### config.mk
export PLATFORM = sky130hd
export DESIGN_NAME = dual_counter_timer
export DESIGN_NICKNAME = d
export VERILOG_FILES = /design/src/core/dual_timer_pkg.sv /design/src/core/prescale_divider.sv /design/src/core/dual_counter_timer.sv
export VERILOG_INCLUDE_DIRS = /design/src /design/src/core
export SDC_FILE = /design/constraint.sdc
export NUM_CORES = 1
export LEC_CHECK = 0
export ABC_CLOCK_PERIOD_IN_PS = 6300
export BUFFER_PORTS_ARGS = -buffer_cell sky130_fd_sc_hd__clkbuf_2
export CORE_UTILIZATION = 40
export CTS_CLUSTER_DIAMETER = 50
export DETAILED_ROUTE_END_ITERATION = 6
export SLEW_MARGIN = 15
export SYNTH_ARGS = -nofsm -noshare
export SYNTH_HDL_FRONTEND = slang
export SYNTH_SLANG_ARGS = --single-unit
### constraint.sdc
create_clock -name clk -period 6.3 [get_ports clk]
set_input_delay 1.26 -clock clk [delete_from_list [all_inputs] [get_ports clk]]
set_output_delay 1.26 -clock clk [all_outputs]
set_load 0.05 [all_outputs]
### src/core/dual_timer_cfg.svh
`ifndef DUAL_TIMER_CFG_SVH
`define DUAL_TIMER_CFG_SVH

// Register byte offsets on the bus.
`define OFS_TIMER_CTRL   8'h00
`define OFS_TIMER_MODE   8'h04
`define OFS_CLOCK_CTRL   8'h08
`define OFS_EXT_CFG      8'h0C
`define OFS_A_LOW        8'h10
`define OFS_A_HIGH       8'h14
`define OFS_B_LOW        8'h18
`define OFS_B_HIGH       8'h1C
`define OFS_STATUS       8'h20
`define OFS_IRQ_ENABLE   8'h24

// Timer control register fields.
`define RUN_A_BIT        0
`define RUN_B_BIT        1

// Timer mode register fields.
`define MODE_A_LSB       0
`define CT_A_BIT         2
`define GATE_A_BIT       3
`define MODE_B_LSB       4
`define CT_B_BIT         6
`define GATE_B_BIT       7

// Clock control register fields.
`define SCALE_LSB        0
`define SYSSEL_A_BIT     2
`define SYSSEL_B_BIT     3

// External gate configuration fields.
`define POL_A_BIT        0
`define POL_B_BIT        1

// Status and interrupt enable fields share one layout.
`define FLAG_A_BIT       0
`define FLAG_B_BIT       1

// Reset values.
`define RST_BYTE         8'h00
`define RST_PAIR         2'h0
`define RST_NIBBLE       4'h0
`define RST_WORD         32'h00000000

// Prescaled clock divisors, one per clock scale code.
`define SCALE_DIV0       8'h04
`define SCALE_DIV1       8'h08
`define SCALE_DIV2       8'h10
`define SCALE_DIV3       8'h20

`endif

### src/core/dual_timer_pkg.sv
package dual_timer_pkg;

    typedef enum logic [1:0] {
        MODE13    = 2'b00,
        MODE16    = 2'b01,
        MODE8RL   = 2'b10,
        MODESPLIT = 2'b11
    } timer_mode_t;

    typedef logic [7:0] byte_t;

endpackage

### src/core/prescale_divider.sv
`timescale 1ns/1ps
`include "dual_timer_cfg.svh"

module prescale_divider
    import dual_timer_pkg::*;
(
    input  wire logic       clk,
    input  wire logic       rst,
    input  wire logic [1:0] scaleSel,
    output logic            tick
);

    byte_t divCount_q;
    byte_t divCount_d;
    byte_t divLimit;

    always_comb begin
        unique case (scaleSel)
            2'h0: divLimit = `SCALE_DIV0;
            2'h1: divLimit = `SCALE_DIV1;
            2'h2: divLimit = `SCALE_DIV2;
            2'h3: divLimit = `SCALE_DIV3;
        endcase
    end

    // A change of scale keeps the running count; a count already at or past the new limit ticks at once.
    always_comb begin
        tick = (divCount_q >= divLimit - 8'h01);
        divCount_d = tick ? `RST_BYTE : divCount_q + 8'h01;
    end

    always_ff @(posedge clk) begin
        if (rst) begin
            divCount_q <= `RST_BYTE;
        end else begin
            divCount_q <= divCount_d;
        end
    end

endmodule // prescale_divider

### src/core/dual_counter_timer.sv
// Behaviour
// - Each timer has own four-mode select.
// - Count is 16 bits, two byte registers.
// - Timebase: sysclk, four prescales, or pin.
// - Counter select counts falling pin edges; timer B counts its internal timebase instead while timer A is split.
// - Otherwise sysclk select picks clock or prescale.
// - 13-bit: high byte plus low five bits.
// - 13-bit wrap sets flag, may interrupt.
// - Count when run and gate allows.
// - Each gate input has own polarity bit.
// - Run bit never clears or reloads count.
// - Separate per-timer interrupt enable bits.
// - Timer B mirrors timer A, except in split mode, where it stops.
// - 16-bit mode uses all sixteen bits.
// - 8-bit reload: low counts, reloads from high.
// - Split: high byte uses B run, B flag.
//
// Our own choices: the AHB-Lite slave port and the register addresses.
`timescale 1ns/1ps
`include "dual_timer_cfg.svh"

module dual_counter_timer
    import dual_timer_pkg::*;
(
    input  wire logic        clk,
    input  wire logic        rst,
    input  wire logic        hsel,
    input  wire logic [31:0] haddr,
    input  wire logic [1:0]  htrans,
    input  wire logic        hwrite,
    input  wire logic [2:0]  hsize,
    input  wire logic [31:0] hwdata,
    input  wire logic        hready,
    output logic             hreadyout,
    output logic             hresp,
    output logic [31:0]      hrdata,
    input  wire logic        eventPinA,
    input  wire logic        eventPinB,
    input  wire logic        gateInputA,
    input  wire logic        gateInputB,
    output logic             irq
);

    // Bus state.
    logic        wrPend_q;
    logic        wrPend_d;
    logic [7:0]  wrAddr_q;
    logic [7:0]  wrAddr_d;
    logic [31:0] rdData_q;
    logic [31:0] rdData_d;
    logic        addrPhase;

    // Software-visible configuration.
    logic [1:0]  run_q;
    logic [1:0]  run_d;
    byte_t       modeReg_q;
    byte_t       modeReg_d;
    logic [3:0]  clkCtl_q;
    logic [3:0]  clkCtl_d;
    logic [1:0]  gatePol_q;
    logic [1:0]  gatePol_d;
    logic [1:0]  irqEnable_q;
    logic [1:0]  irqEnable_d;

    // Counting state.
    byte_t [1:0] low_q;
    byte_t [1:0] low_d;
    byte_t [1:0] high_q;
    byte_t [1:0] high_d;
    logic  [1:0] flag_q;
    logic  [1:0] flag_d;
    logic  [1:0] eventPrev_q;
    logic        irq_q;

    logic        preTick;
    timer_mode_t modeA;
    timer_mode_t modeB;
    logic  [1:0] counterSel;
    logic  [1:0] gateEn;
    logic  [1:0] sysSel;
    logic  [1:0] gateIn;
    logic  [1:0] eventPin;
    logic  [1:0] eventFall;
    logic  [1:0] intTick;
    logic  [1:0] srcTick;
    logic  [1:0] enabled;
    logic  [1:0] countTick;
    logic        splitA;
    logic        splitHighTick;
    logic [16:0] stepA;
    logic [16:0] stepB;
    logic  [1:0] flagSet;
    logic  [1:0] flagClr;

    prescale_divider u_prescale (
        .clk      (clk),
        .rst      (rst),
        .scaleSel (clkCtl_q[`SCALE_LSB +: 2]),
        .tick     (preTick)
    );

    assign modeA = timer_mode_t'(modeReg_q[`MODE_A_LSB +: 2]);
    assign modeB = timer_mode_t'(modeReg_q[`MODE_B_LSB +: 2]);
    assign counterSel = {modeReg_q[`CT_B_BIT], modeReg_q[`CT_A_BIT]};
    assign gateEn = {modeReg_q[`GATE_B_BIT], modeReg_q[`GATE_A_BIT]};
    assign sysSel = {clkCtl_q[`SYSSEL_B_BIT], clkCtl_q[`SYSSEL_A_BIT]};
    assign gateIn = {gateInputB, gateInputA};
    assign eventPin = {eventPinB, eventPinA};
    assign splitA = (modeA == MODESPLIT);

    // Per-timer source selection and gating. Timer B loses its pin while timer A is split.
    generate
        for (genvar i = 0; i < 2; i++) begin : g_src
            assign eventFall[i] = eventPrev_q[i] & ~eventPin[i];
            assign intTick[i] = sysSel[i] | preTick;
            assign srcTick[i] = (counterSel[i] && !(i == 1 && splitA))
                                ? eventFall[i] : intTick[i];
            assign enabled[i] = run_q[i] & (~gateEn[i] | (gateIn[i] == gatePol_q[i]));
        end
    endgenerate

    assign countTick[0] = enabled[0] & srcTick[0];
    assign countTick[1] = enabled[1] & srcTick[1] & (modeB != MODESPLIT);
    assign splitHighTick = splitA & run_q[1] & intTick[0];

    // One increment step; returns overflow, high byte and low byte.
    function automatic logic [16:0] stepCount(timer_mode_t m, byte_t lo, byte_t hi);
        logic  ovf;
        byte_t nlo;
        byte_t nhi;
        ovf = 1'b0;
        nlo = lo;
        nhi = hi;
        unique case (m)
            MODE13: begin
                nlo[4:0] = lo[4:0] + 5'h01;
                if (lo[4:0] == 5'h1F) begin
                    nhi = hi + 8'h01;
                    ovf = (hi == 8'hFF);
                end
            end
            MODE16: begin
                {nhi, nlo} = {hi, lo} + 16'h0001;
                ovf = ({hi, lo} == 16'hFFFF);
            end
            MODE8RL: begin
                ovf = (lo == 8'hFF);
                nlo = ovf ? hi : lo + 8'h01;
            end
            MODESPLIT: begin
                ovf = (lo == 8'hFF);
                nlo = lo + 8'h01;
            end
        endcase
        return {ovf, nhi, nlo};
    endfunction

    assign stepA = stepCount(modeA, low_q[0], high_q[0]);
    assign stepB = stepCount(modeB, low_q[1], high_q[1]);

    // Bus: writes commit in the data phase; a read right behind a write waits one cycle.
    assign addrPhase = hsel & htrans[1] & hready;
    assign hreadyout = ~(wrPend_q & hsel & htrans[1] & ~hwrite);
    assign hresp = 1'b0;
    assign hrdata = rdData_q;

    always_comb begin
        wrPend_d = addrPhase & hwrite;
        wrAddr_d = addrPhase ? haddr[7:0] : wrAddr_q;
        rdData_d = rdData_q;
        if (addrPhase && !hwrite) begin
            unique case (haddr[7:0])
                `OFS_TIMER_CTRL: rdData_d = {30'h0, run_q};
                `OFS_TIMER_MODE: rdData_d = {24'h0, modeReg_q};
                `OFS_CLOCK_CTRL: rdData_d = {28'h0, clkCtl_q};
                `OFS_EXT_CFG:    rdData_d = {30'h0, gatePol_q};
                `OFS_A_LOW:      rdData_d = {24'h0, low_q[0]};
                `OFS_A_HIGH:     rdData_d = {24'h0, high_q[0]};
                `OFS_B_LOW:      rdData_d = {24'h0, low_q[1]};
                `OFS_B_HIGH:     rdData_d = {24'h0, high_q[1]};
                `OFS_STATUS:     rdData_d = {30'h0, flag_q};
                `OFS_IRQ_ENABLE: rdData_d = {30'h0, irqEnable_q};
                default:         rdData_d = `RST_WORD;
            endcase
        end
    end

    always_ff @(posedge clk) begin
        if (rst) begin
            wrPend_q <= 1'b0;
            wrAddr_q <= `RST_BYTE;
            rdData_q <= `RST_WORD;
        end else begin
            wrPend_q <= wrPend_d;
            wrAddr_q <= wrAddr_d;
            rdData_q <= rdData_d;
        end
    end

    // Configuration registers.
    always_comb begin
        run_d = run_q;
        modeReg_d = modeReg_q;
        clkCtl_d = clkCtl_q;
        gatePol_d = gatePol_q;
        irqEnable_d = irqEnable_q;
        if (wrPend_q) begin
            unique case (wrAddr_q)
                `OFS_TIMER_CTRL: run_d = hwdata[1:0];
                `OFS_TIMER_MODE: modeReg_d = hwdata[7:0];
                `OFS_CLOCK_CTRL: clkCtl_d = hwdata[3:0];
                `OFS_EXT_CFG:    gatePol_d = hwdata[1:0];
                `OFS_IRQ_ENABLE: irqEnable_d = hwdata[1:0];
                default: ;
            endcase
        end
    end

    always_ff @(posedge clk) begin
        if (rst) begin
            run_q <= `RST_PAIR;
            modeReg_q <= `RST_BYTE;
            clkCtl_q <= `RST_NIBBLE;
            gatePol_q <= `RST_PAIR;
            irqEnable_q <= `RST_PAIR;
        end else begin
            run_q <= run_d;
            modeReg_q <= modeReg_d;
            clkCtl_q <= clkCtl_d;
            gatePol_q <= gatePol_d;
            irqEnable_q <= irqEnable_d;
        end
    end

    // Counters and flags. A software byte write beats a count step in the same cycle.
    always_comb begin
        low_d = low_q;
        high_d = high_q;
        flagSet = 2'h0;
        flagClr = 2'h0;
        if (countTick[0]) begin
            {flagSet[0], high_d[0], low_d[0]} = stepA;
        end
        if (splitHighTick) begin
            high_d[0] = high_q[0] + 8'h01;
            flagSet[1] = (high_q[0] == 8'hFF);
        end
        if (countTick[1]) begin
            {flagSet[1], high_d[1], low_d[1]} = {stepB[16] | flagSet[1], stepB[15:0]};
            if (splitA) begin
                flagSet[1] = splitHighTick & (high_q[0] == 8'hFF);
            end
        end
        if (wrPend_q) begin
            unique case (wrAddr_q)
                `OFS_A_LOW:  low_d[0] = hwdata[7:0];
                `OFS_A_HIGH: high_d[0] = hwdata[7:0];
                `OFS_B_LOW:  low_d[1] = hwdata[7:0];
                `OFS_B_HIGH: high_d[1] = hwdata[7:0];
                `OFS_STATUS: flagClr = hwdata[1:0];
                default: ;
            endcase
        end
        flag_d = (flag_q & ~flagClr) | flagSet;
    end

    always_ff @(posedge clk) begin
        if (rst) begin
            low_q <= {`RST_BYTE, `RST_BYTE};
            high_q <= {`RST_BYTE, `RST_BYTE};
            flag_q <= `RST_PAIR;
            eventPrev_q <= 2'h3;
            irq_q <= 1'b0;
        end else begin
            low_q <= low_d;
            high_q <= high_d;
            flag_q <= flag_d;
            eventPrev_q <= eventPin;
            irq_q <= |(flag_d & irqEnable_d);
        end
    end

    assign irq = irq_q;
endmodule // dual_counter_timer

==> results.sh, run 1 <==
export IMPL_status="finished, final reports clean"
export IMPL_synth_area_top_cells="dfxtp_1 (31%), nor2_1 (5.1%), mux2i_1 (4.2%), buf_4 (3.9%), nand2_1 (3.7%)"
export IMPL_period_minus_slack_ps=3100
export IMPL_worstSetupPathType="primary input to output pin"
export IMPL_ys_types=83
export IMPL_syn_inst=633
export IMPL_place_gp_congestion=0.910
export IMPL_port_buffers=35
export IMPL_ys_seq_area_share_pct=30.7
export IMPL_hold_viol=0
export IMPL_grt_max_degree=66
export IMPL_die_w_um=116
export IMPL_switching_share_pct=24.6
export IMPL_die_area_mm2=0.0135
export IMPL_cp_data_arrival_time_ps=1840
export IMPL_multi_input_area_mm2=0.00332
export IMPL_syn_cell_area_mm2=0.00522
export IMPL_post_cts_buffers=0
export IMPL_worstMarginPinSlew_ps=744
export IMPL_cts_buffer_depth=2
export IMPL_fill_cells=1298
export IMPL_setup_violations=0
export IMPL_skew_ps=7.91
export IMPL_cts_root_buf="clkbuf_16"
export IMPL_power_density_mw_per_mm2=215
export IMPL_yosys_area_share_adder_pct=2.64
export IMPL_p_int_uw=928
export IMPL_cts_tree="yes"
export IMPL_rsz0062_at_grt="no"
export IMPL_synth_edf_count=0
export IMPL_clk_pin_slew_ps=70
export IMPL_hold_class="register to register"
export IMPL_muxShareOfSynthArea_pct=8.75
export IMPL_cts_buffers=9
export IMPL_syn_avg_cell_area_um2=8.25
export IMPL_dp_hpwl_um=11200
export IMPL_pre_cts_ws_ps=3140
export IMPL_start_kind="primary input"
export IMPL_first_pass_iters=6
export IMPL_synth_xor_area_share_pct=2.01
export IMPL_min_to="u_prescale.divCount_q[0]$_SDFF_PP0_"
export IMPL_crit_path_max_fanout=4
export IMPL_num_vias=4937
export IMPL_grt_pass1_vias=4640
export IMPL_crit_required_ps=5040
export IMPL_grt_util_met2_pct=38.7
export IMPL_clockPowerShare_pct=50.4
export IMPL_p_comb_share_pct=7.8
export IMPL_crit_path_end_kind="output pin"
export IMPL_insertion_delay_ps=350
export IMPL_gr_total_overflow=0
export IMPL_die_y_um=116
export IMPL_yosysWarningCount=0
export IMPL_fmax_ghz=0.323
export IMPL_synth_top_family_by_area="simple AND/OR/NAND/NOR gates"
export IMPL_regArea_mm2=0.00160
export IMPL_drv_cap=0
export IMPL_async_flop_share_pct=0
export IMPL_crit_reg2reg_capture="high_q[14]$_SDFF_PP0_"
export IMPL_ctsResizeCount=0
export IMPL_grtUsageTotal_pct=23.9
export IMPL_p_total_mw=1.23
export IMPL_reg2regPathDepth=5
export IMPL_hold_depth=1
export IMPL_htreeDepth=3
export IMPL_clkSinkCount=80
export IMPL_synth_compound_area_share_pct=23.2
export IMPL_wirelength_um=15500
export IMPL_use_met1_pct=31.4
export IMPL_drt_antenna_violating_nets=0
export IMPL_layout_setup_ws_ps=3200
export IMPL_regToRegSetupSlack_ps=3470
export IMPL_power_frac_seq_pct=41.8
export IMPL_num_rows=41
export IMPL_ys_flop_type="dfxtp_1"
export IMPL_via_per_inst=6.00
export IMPL_period_share_pct=49.2
export IMPL_start_util_pct=41.2
export IMPL_pin_count=113
export IMPL_busiest_layer="met2"
export IMPL_synth_top_area_share_pct=30.7
export IMPL_grt_pass1_wl_um=24700
export IMPL_peakVddDrop_v=0.000142
export IMPL_leakagePower_nw=2.13
export IMPL_syn2layout_area_growth_pct=9.66
export IMPL_tns_ps=0
export IMPL_antenna_cells=0
export IMPL_drt_initial_drc_count=373
export IMPL_holdCritStartpoint="u_prescale.divCount_q[0]$_SDFF_PP0_"
export IMPL_num_nets_final=735
export IMPL_slew_viol_final=0
export IMPL_ys_seq_elements=80
export IMPL_rr_startpoint="modeReg_q[0]$_SDFFE_PP0P_"
export IMPL_antenna_found_initial=0
export IMPL_wl_per_cell_um=18.8
export IMPL_postCtsHoldBufs=0
export IMPL_drc=0
export IMPL_synthSimpleGateAreaFrac_pct=24.9
export IMPL_p_sw_uw=302
export IMPL_synth_largest_area_cell="dfxtp_1"
export IMPL_use_met3_pct=5.71
export IMPL_core_area_mm2=0.0127
export IMPL_final_layout_size_suffix_gt1_share_pct=13.1
export IMPL_relSlewSlack_pct=49.7
==> per-layer routing <==
| metal | up-vias | share of wire (%) |
|---|---|---|
| li1 | 2345 | - |
| met1 | 2394 | 45 |
| met2 | 178 | 47 |
| met3 | 20 | 6.1 |
| met4 | 0 | 2.0 |
| met5 | - | 0 |
==> flip-flops by register name (all words and copies together) (netlist names) <==
| signal | count |
|---|---|
| high_q | 16 |
| low_q | 16 |
| hrdata | 8 |
| modeReg_q | 8 |
| u_prescale.divCount_q | 8 |
| wrAddr_q | 8 |
| clkCtl_q | 4 |
| eventPrev_q | 2 |
| flag_q | 2 |
| gatePol_q | 2 |
| irqEnable_q | 2 |
| run_q | 2 |
| irq | 1 |
| wrPend_q | 1 |
==> layout by cell type, fill, tap and decap left out, types with 13 or more instances in the layout <==
cell	instances
dfxtp_1	80
nor2_1	71
nand2_1	51
clkbuf_2	35
a21oi_1	30
nand3_1	29
conb_1	27
mux2i_1	22
inv_1	17
o21ai_0	17
and3_1	15
o21ai_1	13
==> logic make-up (layout without fill, tap and decap cells) <==
group,Yosys count,after routing
AO/OA/AOI/OAI,165,165
multiplexers,36,36
flip-flops,80,80
XOR/XNOR,12,12
adder cells (fa/ha/maj),11,11
other,2,27
buffers and inverters,76,69
AND/OR/NAND/NOR,251,251
==> critical path, cell delays in order <==
cell and delay [ps]:
clkbuf_2 110, nand2_1 50, nor2_1 110, nand2_1 70, clkbuf_2 230
==> worst max path at each step <==
stage	start	endpoint	slack, ps
after detailed placement	gateInputB	high_q[14]$_SDFF_PP0_	3140
after CTS	hsel	hreadyout	3200
after global placement	gateInputB	high_q[14]$_SDFF_PP0_	3180
final	hsel	hreadyout	3200
after global routing	hsel	hreadyout	3170
after floorplan	hsel	hreadyout	3340
==> synthesized netlist by cell type, types with 4 or more instances <==
library cell,n
and3_1,15
mux4_2,7
nor4b_1,4
nor4_1,9
nor2b_1,7
mux2i_1,22
xnor2_1,5
xor2_1,7
nand2_1,51
a21oi_1,30
nor3_1,9
nand2b_1,8
nand3_1,29
clkbuf_1,25
or3_1,11
a22oi_1,8
a311oi_1,10
o21ai_1,13
a31oi_1,7
o21a_1,4
o21ai_0,17
nor2_1,71
mux2_2,6
o211ai_1,6
dfxtp_1,80
ha_1,11
a22o_1,4
buf_4,27
a211oi_1,10
a211o_1,4
inv_1,17
nand4_1,10
o22ai_1,11
==> layout make-up <==
cell class / instances / area share (%)
Multi-Input combinational cell: 502 / 57.9
Sequential cell: 80 / 28.0
Clock buffer: 11 / 4.24
Tap cell: 172 / 3.76
Timing Repair Buffer: 36 / 3.19
Clock inverter: 5 / 1.81
Inverter: 17 / 1.11
==> power by group through the flow <==
stage / registers (mW) / clock network [mW] / logic (mW)
6_report: 0.514 / 0.620 / 0.0966
3_5_place_dp: 0.525 / 0 / 0.0959
4_1_cts: 0.514 / 0.625 / 0.0960
5_1_grt: 0.514 / 0.645 / 0.104
2_1_floorplan: 0.523 / 0 / 0.0840
3_3_place_gp: 0.525 / 0 / 0.0950
==> stage by stage <==
step,util (%),instance area (um^2),instances,hold WS [ps]
after floorplan,-,5320,658,413
after global placement,42.5,5380,807,425
after detailed placement,42.5,5380,807,437
after CTS,45.2,5730,823,446
after global routing,45.2,5730,823,470
final,45.2,5730,823,448
No activity file was read; power rests on OpenSTA's default activity.
==> run 2: changes to the inputs <==
--- a/config.mk
+++ b/config.mk
@@ -6,7 +6,8 @@
 export SDC_FILE = /design/constraint.sdc
 export NUM_CORES = 1
 export LEC_CHECK = 0
-export ABC_CLOCK_PERIOD_IN_PS = 6300
+export ABC_AREA = 1
+export ABC_CLOCK_PERIOD_IN_PS = 2500
 export BUFFER_PORTS_ARGS = -buffer_cell sky130_fd_sc_hd__clkbuf_2
 export CORE_UTILIZATION = 40
 export CTS_CLUSTER_DIAMETER = 50
==> constraint.sdc (replaced) <==
create_clock -name clk -period 2.5 [get_ports clk]
set_input_delay 0.5 -clock clk [delete_from_list [all_inputs] [get_ports clk]]
set_output_delay 0.5 -clock clk [all_outputs]
set_load 0.05 [all_outputs]
==> run 2 against run 1 <==
Setup slack worse by 2900 ps; sequential share of layout area is 2.7 points lower; clock-buffer cell count stayed put; flip-flop and latch count stayed put; cell count is 40% higher; critical path type is now register to register; wire length is 11% higher; sequential power grew to 2.5 times the previous value; clock skew is 1.1 ps higher; synthesized area is 11% higher; register-to-register slack worse by 3200 ps; first-iteration DRC count is 12% higher; global-route usage is 0.34 points higher.
==> results.sh, run 2 <==
export IMPL_status="finished, final reports clean"
export IMPL_crit_slowest_cell="dfxtp_1"
export IMPL_yosysMostFrequentCell="nand2_1"
export IMPL_pre_cts_ws_ps=360
export IMPL_grt_max_degree=40
export IMPL_die_area_mm2=0.0149
export IMPL_syn_inst=936
export IMPL_critical_path_max_stage_delay_ps=420
export IMPL_start_kind="register"
export IMPL_crit_path_end_kind="register"
export IMPL_ys_seq_area_share_pct=27.7
export IMPL_synth_xor_area_share_pct=1.21
export IMPL_clkSinkCount=80
export IMPL_cp_data_arrival_time_ps=2530
export IMPL_p_comb_share_pct=8.4
export IMPL_antenna_cells=0
export IMPL_hold_viol=0
export IMPL_syn_avg_cell_area_um2=6.18
export IMPL_syn2layout_area_growth_pct=9.45
export IMPL_port_buffers=35
export IMPL_synthSimpleGateAreaFrac_pct=36.2
export IMPL_cts_root_buf="clkbuf_16"
export IMPL_layout_setup_ws_ps=262
export IMPL_slew_viol_final=0
export IMPL_via_per_inst=5.21
export IMPL_wirelength_um=17200
export IMPL_clockPowerShare_pct=45.8
export IMPL_dp_hpwl_um=13000
export IMPL_setup_violations=0
export IMPL_fill_cells=1490
export IMPL_ys_flop_type="dfxtp_1"
export IMPL_power_density_mw_per_mm2=447
export IMPL_htreeDepth=3
export IMPL_synth_edf_count=0
export IMPL_skew_ps=8.97
export IMPL_antenna_found_initial=0
export IMPL_grt_pass1_wl_um=27600
export IMPL_grtUsageTotal_pct=24.3
export IMPL_relSlewSlack_pct=59.8
export IMPL_p_total_mw=2.83
export IMPL_ctsResizeCount=0
export IMPL_switching_share_pct=27.4
export IMPL_first_pass_iters=5
export IMPL_worstSetupPathType="register to register"
export IMPL_async_flop_share_pct=0
export IMPL_start_util_pct=41.4
export IMPL_synth_largest_area_cell="dfxtp_1"
export IMPL_cp_cell_sequence="ha_1, nand2_1, nor2_4, ha_1, nand2_1, nor2_1, nand2_1, a21oi_1, o21ai_0, nand2_1, nand2_1, a21oi_1"
export IMPL_cpMostUsedCell="nand2_1"
export IMPL_syn_cell_area_mm2=0.00579
export IMPL_yosys_area_share_adder_pct=2.38
export IMPL_insertion_delay_ps=360
export IMPL_hold_class="primary input to register"
export IMPL_wl_per_cell_um=14.9
export IMPL_synth_top_family_by_area="simple AND/OR/NAND/NOR gates"
export IMPL_yosysWarningCount=0
export IMPL_final_layout_size_suffix_gt1_share_pct=11.6
export IMPL_drv_cap=0
export IMPL_ys_seq_elements=80
export IMPL_synth_top_area_share_pct=27.7
export IMPL_synth_compound_area_share_pct=19.4
export IMPL_num_nets_final=1060
export IMPL_crit_path_max_fanout=5
export IMPL_num_rows=43
export IMPL_layout_common_cells="nand2_1 (241), inv_1 (112), o21ai_0 (104)"
export IMPL_postCtsHoldBufs=0
export IMPL_crit_required_ps=2790
export IMPL_p_int_mw=2.06
export IMPL_hold_ws_ps=346
export IMPL_period_minus_slack_ps=2240
export IMPL_ys_types=45
export IMPL_final_common_cell="nand2_1"
export IMPL_drt_initial_drc_count=418
export IMPL_place_gp_congestion=0.927
export IMPL_p_sw_uw=775
export IMPL_clk_pin_slew_ps=60
export IMPL_drc=0
export IMPL_cts_buffer_depth=2
export IMPL_cts_tree="yes"
export IMPL_die_w_um=122
export IMPL_muxShareOfSynthArea_pct=0
export IMPL_die_y_um=122
export IMPL_post_cts_buffers=0
export IMPL_synthTopCellsByCount="nand2_1 (241), inv_1 (112), o21ai_0 (104)"
export IMPL_tns_ps=0
export IMPL_period_share_pct=89.5
export IMPL_fmax_ghz=0.447
export IMPL_num_vias=6017
export IMPL_core_area_mm2=0.0140
export IMPL_reg_top3="high_q: 16 flops, low_q: 16 flops"
export IMPL_drt_antenna_violating_nets=0
export IMPL_peakVddDrop_v=0.000301
export IMPL_pin_count=113
export IMPL_synth_area_top_cells="dfxtp_1 (28%), nand2_1 (16%), o21ai_0 (9.0%), inv_1 (7.3%), nand3_1 (6.7%)"
export IMPL_rsz0062_at_grt="no"
export IMPL_worstMarginPinSlew_ps=601
export IMPL_cts_buffers=9
export IMPL_power_frac_seq_pct=45.8
export IMPL_grt_pass1_vias=5358
export IMPL_gr_total_overflow=0
export IMPL_leakagePower_nw=2.79
run 2: cell types whose count changed in the layout (fill, tap and decap cells not counted), moves of 22 or more:
cell / previous run / this run
mux2i_1: 22 / 0
inv_1: 17 / 112
nand3_1: 29 / 78
a21oi_1: 30 / 70
o21ai_0: 17 / 104
nand2_1: 51 / 241
run 2: cells by family after synthesis:
kind of cell / Yosys count
AND/OR/NAND/NOR: 463
AO/OA/AOI/OAI: 207
buffers and inverters: 165
flip-flops: 80
adder cells (fa/ha/maj): 11
XOR/XNOR: 8
other: 2
run 2: layer usage:
| metal | wire (um) | track usage (%) |
|---|---|---|
| met1 | 7930 | 31.1 |
| met2 | 7870 | 39.6 |
| met3 | 922 | 4.23 |
| met4 | 458 | 11.1 |
| met5 | 0 | 0 |
run 2: worst paths after layout:
path                            startpoint                   endpoint  slack [ps]  cells past startpoint
setup reg to reg       low_q[8]$_SDFF_PP0_      high_q[15]$_SDFF_PP0_         260                     12
hold / removal                   eventPinA  eventPrev_q[0]$_SDFF_PP1_         350                      2
hold reg to reg   wrAddr_q[7]$_SDFFE_PP0P_   wrAddr_q[7]$_SDFFE_PP0P_         450                      2
setup / recovery       low_q[8]$_SDFF_PP0_      high_q[15]$_SDFF_PP0_         260                     12
run 2: final cells by class:
cell class	count	area (um^2)	share of cell area, %
Clock buffer	11	253	3.99
Inverter	119	449	7.09
Tap cell	180	225	3.56
Timing Repair Buffer	45	250	3.95
Multi-Input combinational cell	716	3520	55.6
Sequential cell	80	1600	25.3
Clock inverter	4	30.0	0.474
run 2: stage by stage:
step                      std cells  cell area [um^2]  util, %
after floorplan                 961              5880        -
after CTS                      1155              6330     45.3
after global placement         1140              6050     43.2
after global routing           1155              6330     45.3
after detailed placement       1140              6050     43.2
final                          1155              6330     45.3
run 2: critical path: cells and delay by family (launching register included):
family / cells / cell delay [ps]
AO/OA/AOI/OAI: 3 / 370
adder cells (fa/ha/maj): 2 / 530
AND/OR/NAND/NOR: 7 / 850
flip-flops: 1 / 420
run 2: power groups by stage:
stage               Sequential (mW)  Clock [mW]  Combinational, mW
floorplan                      1.32           0              0.201
global placement               1.32           0              0.238
detailed placement             1.32           0              0.238
CTS                            1.30        1.33              0.239
global route                   1.30        1.37              0.263
finish                         1.30        1.30              0.239
==> run 3: changes to the inputs <==
--- a/config.mk
+++ b/config.mk
@@ -6,7 +6,6 @@
 export SDC_FILE = /design/constraint.sdc
 export NUM_CORES = 1
 export LEC_CHECK = 0
-export ABC_AREA = 1
 export ABC_CLOCK_PERIOD_IN_PS = 2500
 export BUFFER_PORTS_ARGS = -buffer_cell sky130_fd_sc_hd__clkbuf_2
 export CORE_UTILIZATION = 40
==> run 3 against run 2 <==
Setup slack got worse by 150 ps; flip-flop and latch count stayed put; core utilization increased by 1.9 points; clock skew is essentially flat; first-iteration DRC count grew 18%; sequential power barely moved; highest routed layer unchanged; clock-buffer cell count did not move.
==> results.sh, run 3 (synthesized netlist as in run 1, its figures left out) <==
export IMPL_status="finished, final reports clean"
export IMPL_postCtsHoldBufs=0
export IMPL_place_gp_congestion=0.915
export IMPL_skew_ps=8.53
export IMPL_cp_data_arrival_time_ps=2600
export IMPL_slew_viol_final=0
export IMPL_hold_viol=0
export IMPL_pin_count=113
export IMPL_cts_root_buf="clkbuf_16"
export IMPL_crit_required_ps=2710
export IMPL_grt_pass1_wl_um=24200
export IMPL_drv_cap=0
export IMPL_period_minus_slack_ps=2390
export IMPL_grt_max_degree=45
export IMPL_fill_cells=1282
export IMPL_relSlewSlack_pct=59.5
export IMPL_first_pass_iters=5
export IMPL_drc=0
export IMPL_peakVddDrop_v=0.000298
export IMPL_port_buffers=35
export IMPL_syn2layout_area_growth_pct=14.4
export IMPL_htreeDepth=3
export IMPL_num_rows=41
export IMPL_hold_class="primary input to register"
export IMPL_num_nets_final=768
export IMPL_start_util_pct=41.2
export IMPL_regToRegSetupSlack_ps=110
export IMPL_power_density_mw_per_mm2=506
export IMPL_tns_ps=0
export IMPL_clk_pin_slew_ps=60
export IMPL_layout_setup_ws_ps=113
export IMPL_drt_antenna_violating_nets=0
export IMPL_regArea_mm2=0.00160
export IMPL_antenna_found_initial=0
export IMPL_dp_hpwl_um=11600
export IMPL_antenna_cells=0
export IMPL_num_vias=5067
export IMPL_period_share_pct=95.5
export IMPL_final_layout_size_suffix_gt1_share_pct=17.7
export IMPL_core_area_mm2=0.0127
export IMPL_wirelength_um=15700
export IMPL_clkSinkCount=80
export IMPL_layout_common_cells="dfxtp_1 (79), nor2_1 (71), nand2_1 (51)"
export IMPL_cts_buffer_depth=2
export IMPL_rsz0062_at_grt="no"
export IMPL_start_kind="register"
export IMPL_die_w_um=116
export IMPL_final_common_cell="dfxtp_1"
export IMPL_die_area_mm2=0.0135
export IMPL_grtUsageTotal_pct=23.9
export IMPL_grt_pass1_vias=4495
export IMPL_setup_violations=0
export IMPL_gr_total_overflow=0
export IMPL_drt_initial_drc_count=493
export IMPL_fmax_ghz=0.419
export IMPL_die_y_um=116
export IMPL_wl_per_cell_um=18.4
export IMPL_pre_cts_ws_ps=14.4
export IMPL_worstMarginPinSlew_ps=601
export IMPL_reg_top3="high_q: 16 flops, low_q: 16 flops"
export IMPL_worstSetupPathType="register to register"
export IMPL_cts_buffers=9
export IMPL_crit_path_max_fanout=6
export IMPL_multi_input_area_mm2=0.00334
export IMPL_leakagePower_nw=2.28
export IMPL_via_per_inst=5.93
export IMPL_crit_path_end_kind="register"
export IMPL_insertion_delay_ps=350
export IMPL_cts_tree="yes"
run 3: changes by cell type in the layout (fill, tap and decap cells not counted), moves of 10 or more:
cell | previous run | this run
a211oi_1 | 0 | 10
a21oi_1 | 70 | 30
and3_1 | 0 | 15
buf_4 | 10 | 33
inv_1 | 112 | 17
mux2i_1 | 0 | 22
nand2_1 | 241 | 51
nand3_1 | 78 | 29
o21ai_0 | 104 | 17
or3_1 | 0 | 11
run 3: final timing paths:
| check | from | endpoint | cells past startpoint |
|---|---|---|---|
| max | clkCtl_q[0]$_SDFFE_PP0P_ | irq$_SDFF_PP0_ | 7 |
| min | eventPinA | eventPrev_q[0]$_SDFF_PP1_ | 2 |
| max reg2reg | clkCtl_q[0]$_SDFFE_PP0P_ | irq$_SDFF_PP0_ | 7 |
| min reg2reg | u_prescale.divCount_q[0]$_SDFF_PP0_ | u_prescale.divCount_q[0]$_SDFF_PP0_ | 1 |
run 3: metal layers:
metal | track usage (%) | wire (um) | vias to the layer above
met5 | 0 | 0 | -
met4 | 8.72 | 373 | 0
met3 | 5.55 | 1180 | 33
li1 | - | - | 2412
met1 | 31.5 | 6920 | 2415
met2 | 38.1 | 7230 | 207
run 3: per-stage QoR:
step / power [mW] / hold slack (ps) / instance area [um^2] / std cells / util (%)
global placement: 1.57 / 425 / 5610 / 838 / 44.3
floorplan: 1.53 / 413 / 5320 / 658 / -
detailed placement: 1.57 / 432 / 5610 / 838 / 44.3
CTS: 3.04 / 336 / 5940 / 853 / 46.9
global route: 3.12 / 351 / 5970 / 855 / 47.2
finish: 3.02 / 341 / 5970 / 855 / 47.2
run 3: critical path, stage by stage (launching register included):
cell and delay (ps):
dfxtp_1 380, nor2_1 70, ha_1 270, a211o_1 350, a2111o_2 560, and2_4 240, a41oi_2 240, o32ai_1 140
run 3: report_power, final:
group / switching [mW] / internal (mW)
clock: 0.546 / 0.927
sequential: 0.00949 / 1.28
combinational: 0.198 / 0.0564
run 3: cell type report:
class	instances	area share, %
clock buffers	11	4.23
flip-flops and latches	80	26.8
clock inverters	4	1.28
inverters	17	1.07
multi-input cells	502	55.8
well taps	172	3.60
repair buffers	69	7.16
run 3: what timing repair did:
action,in CTS,in global routing
endpoints found under the setup margin,1,13
gates resized for setup,0,5
cloned,0,0
setup buffers,0,2
pin swaps,1,2
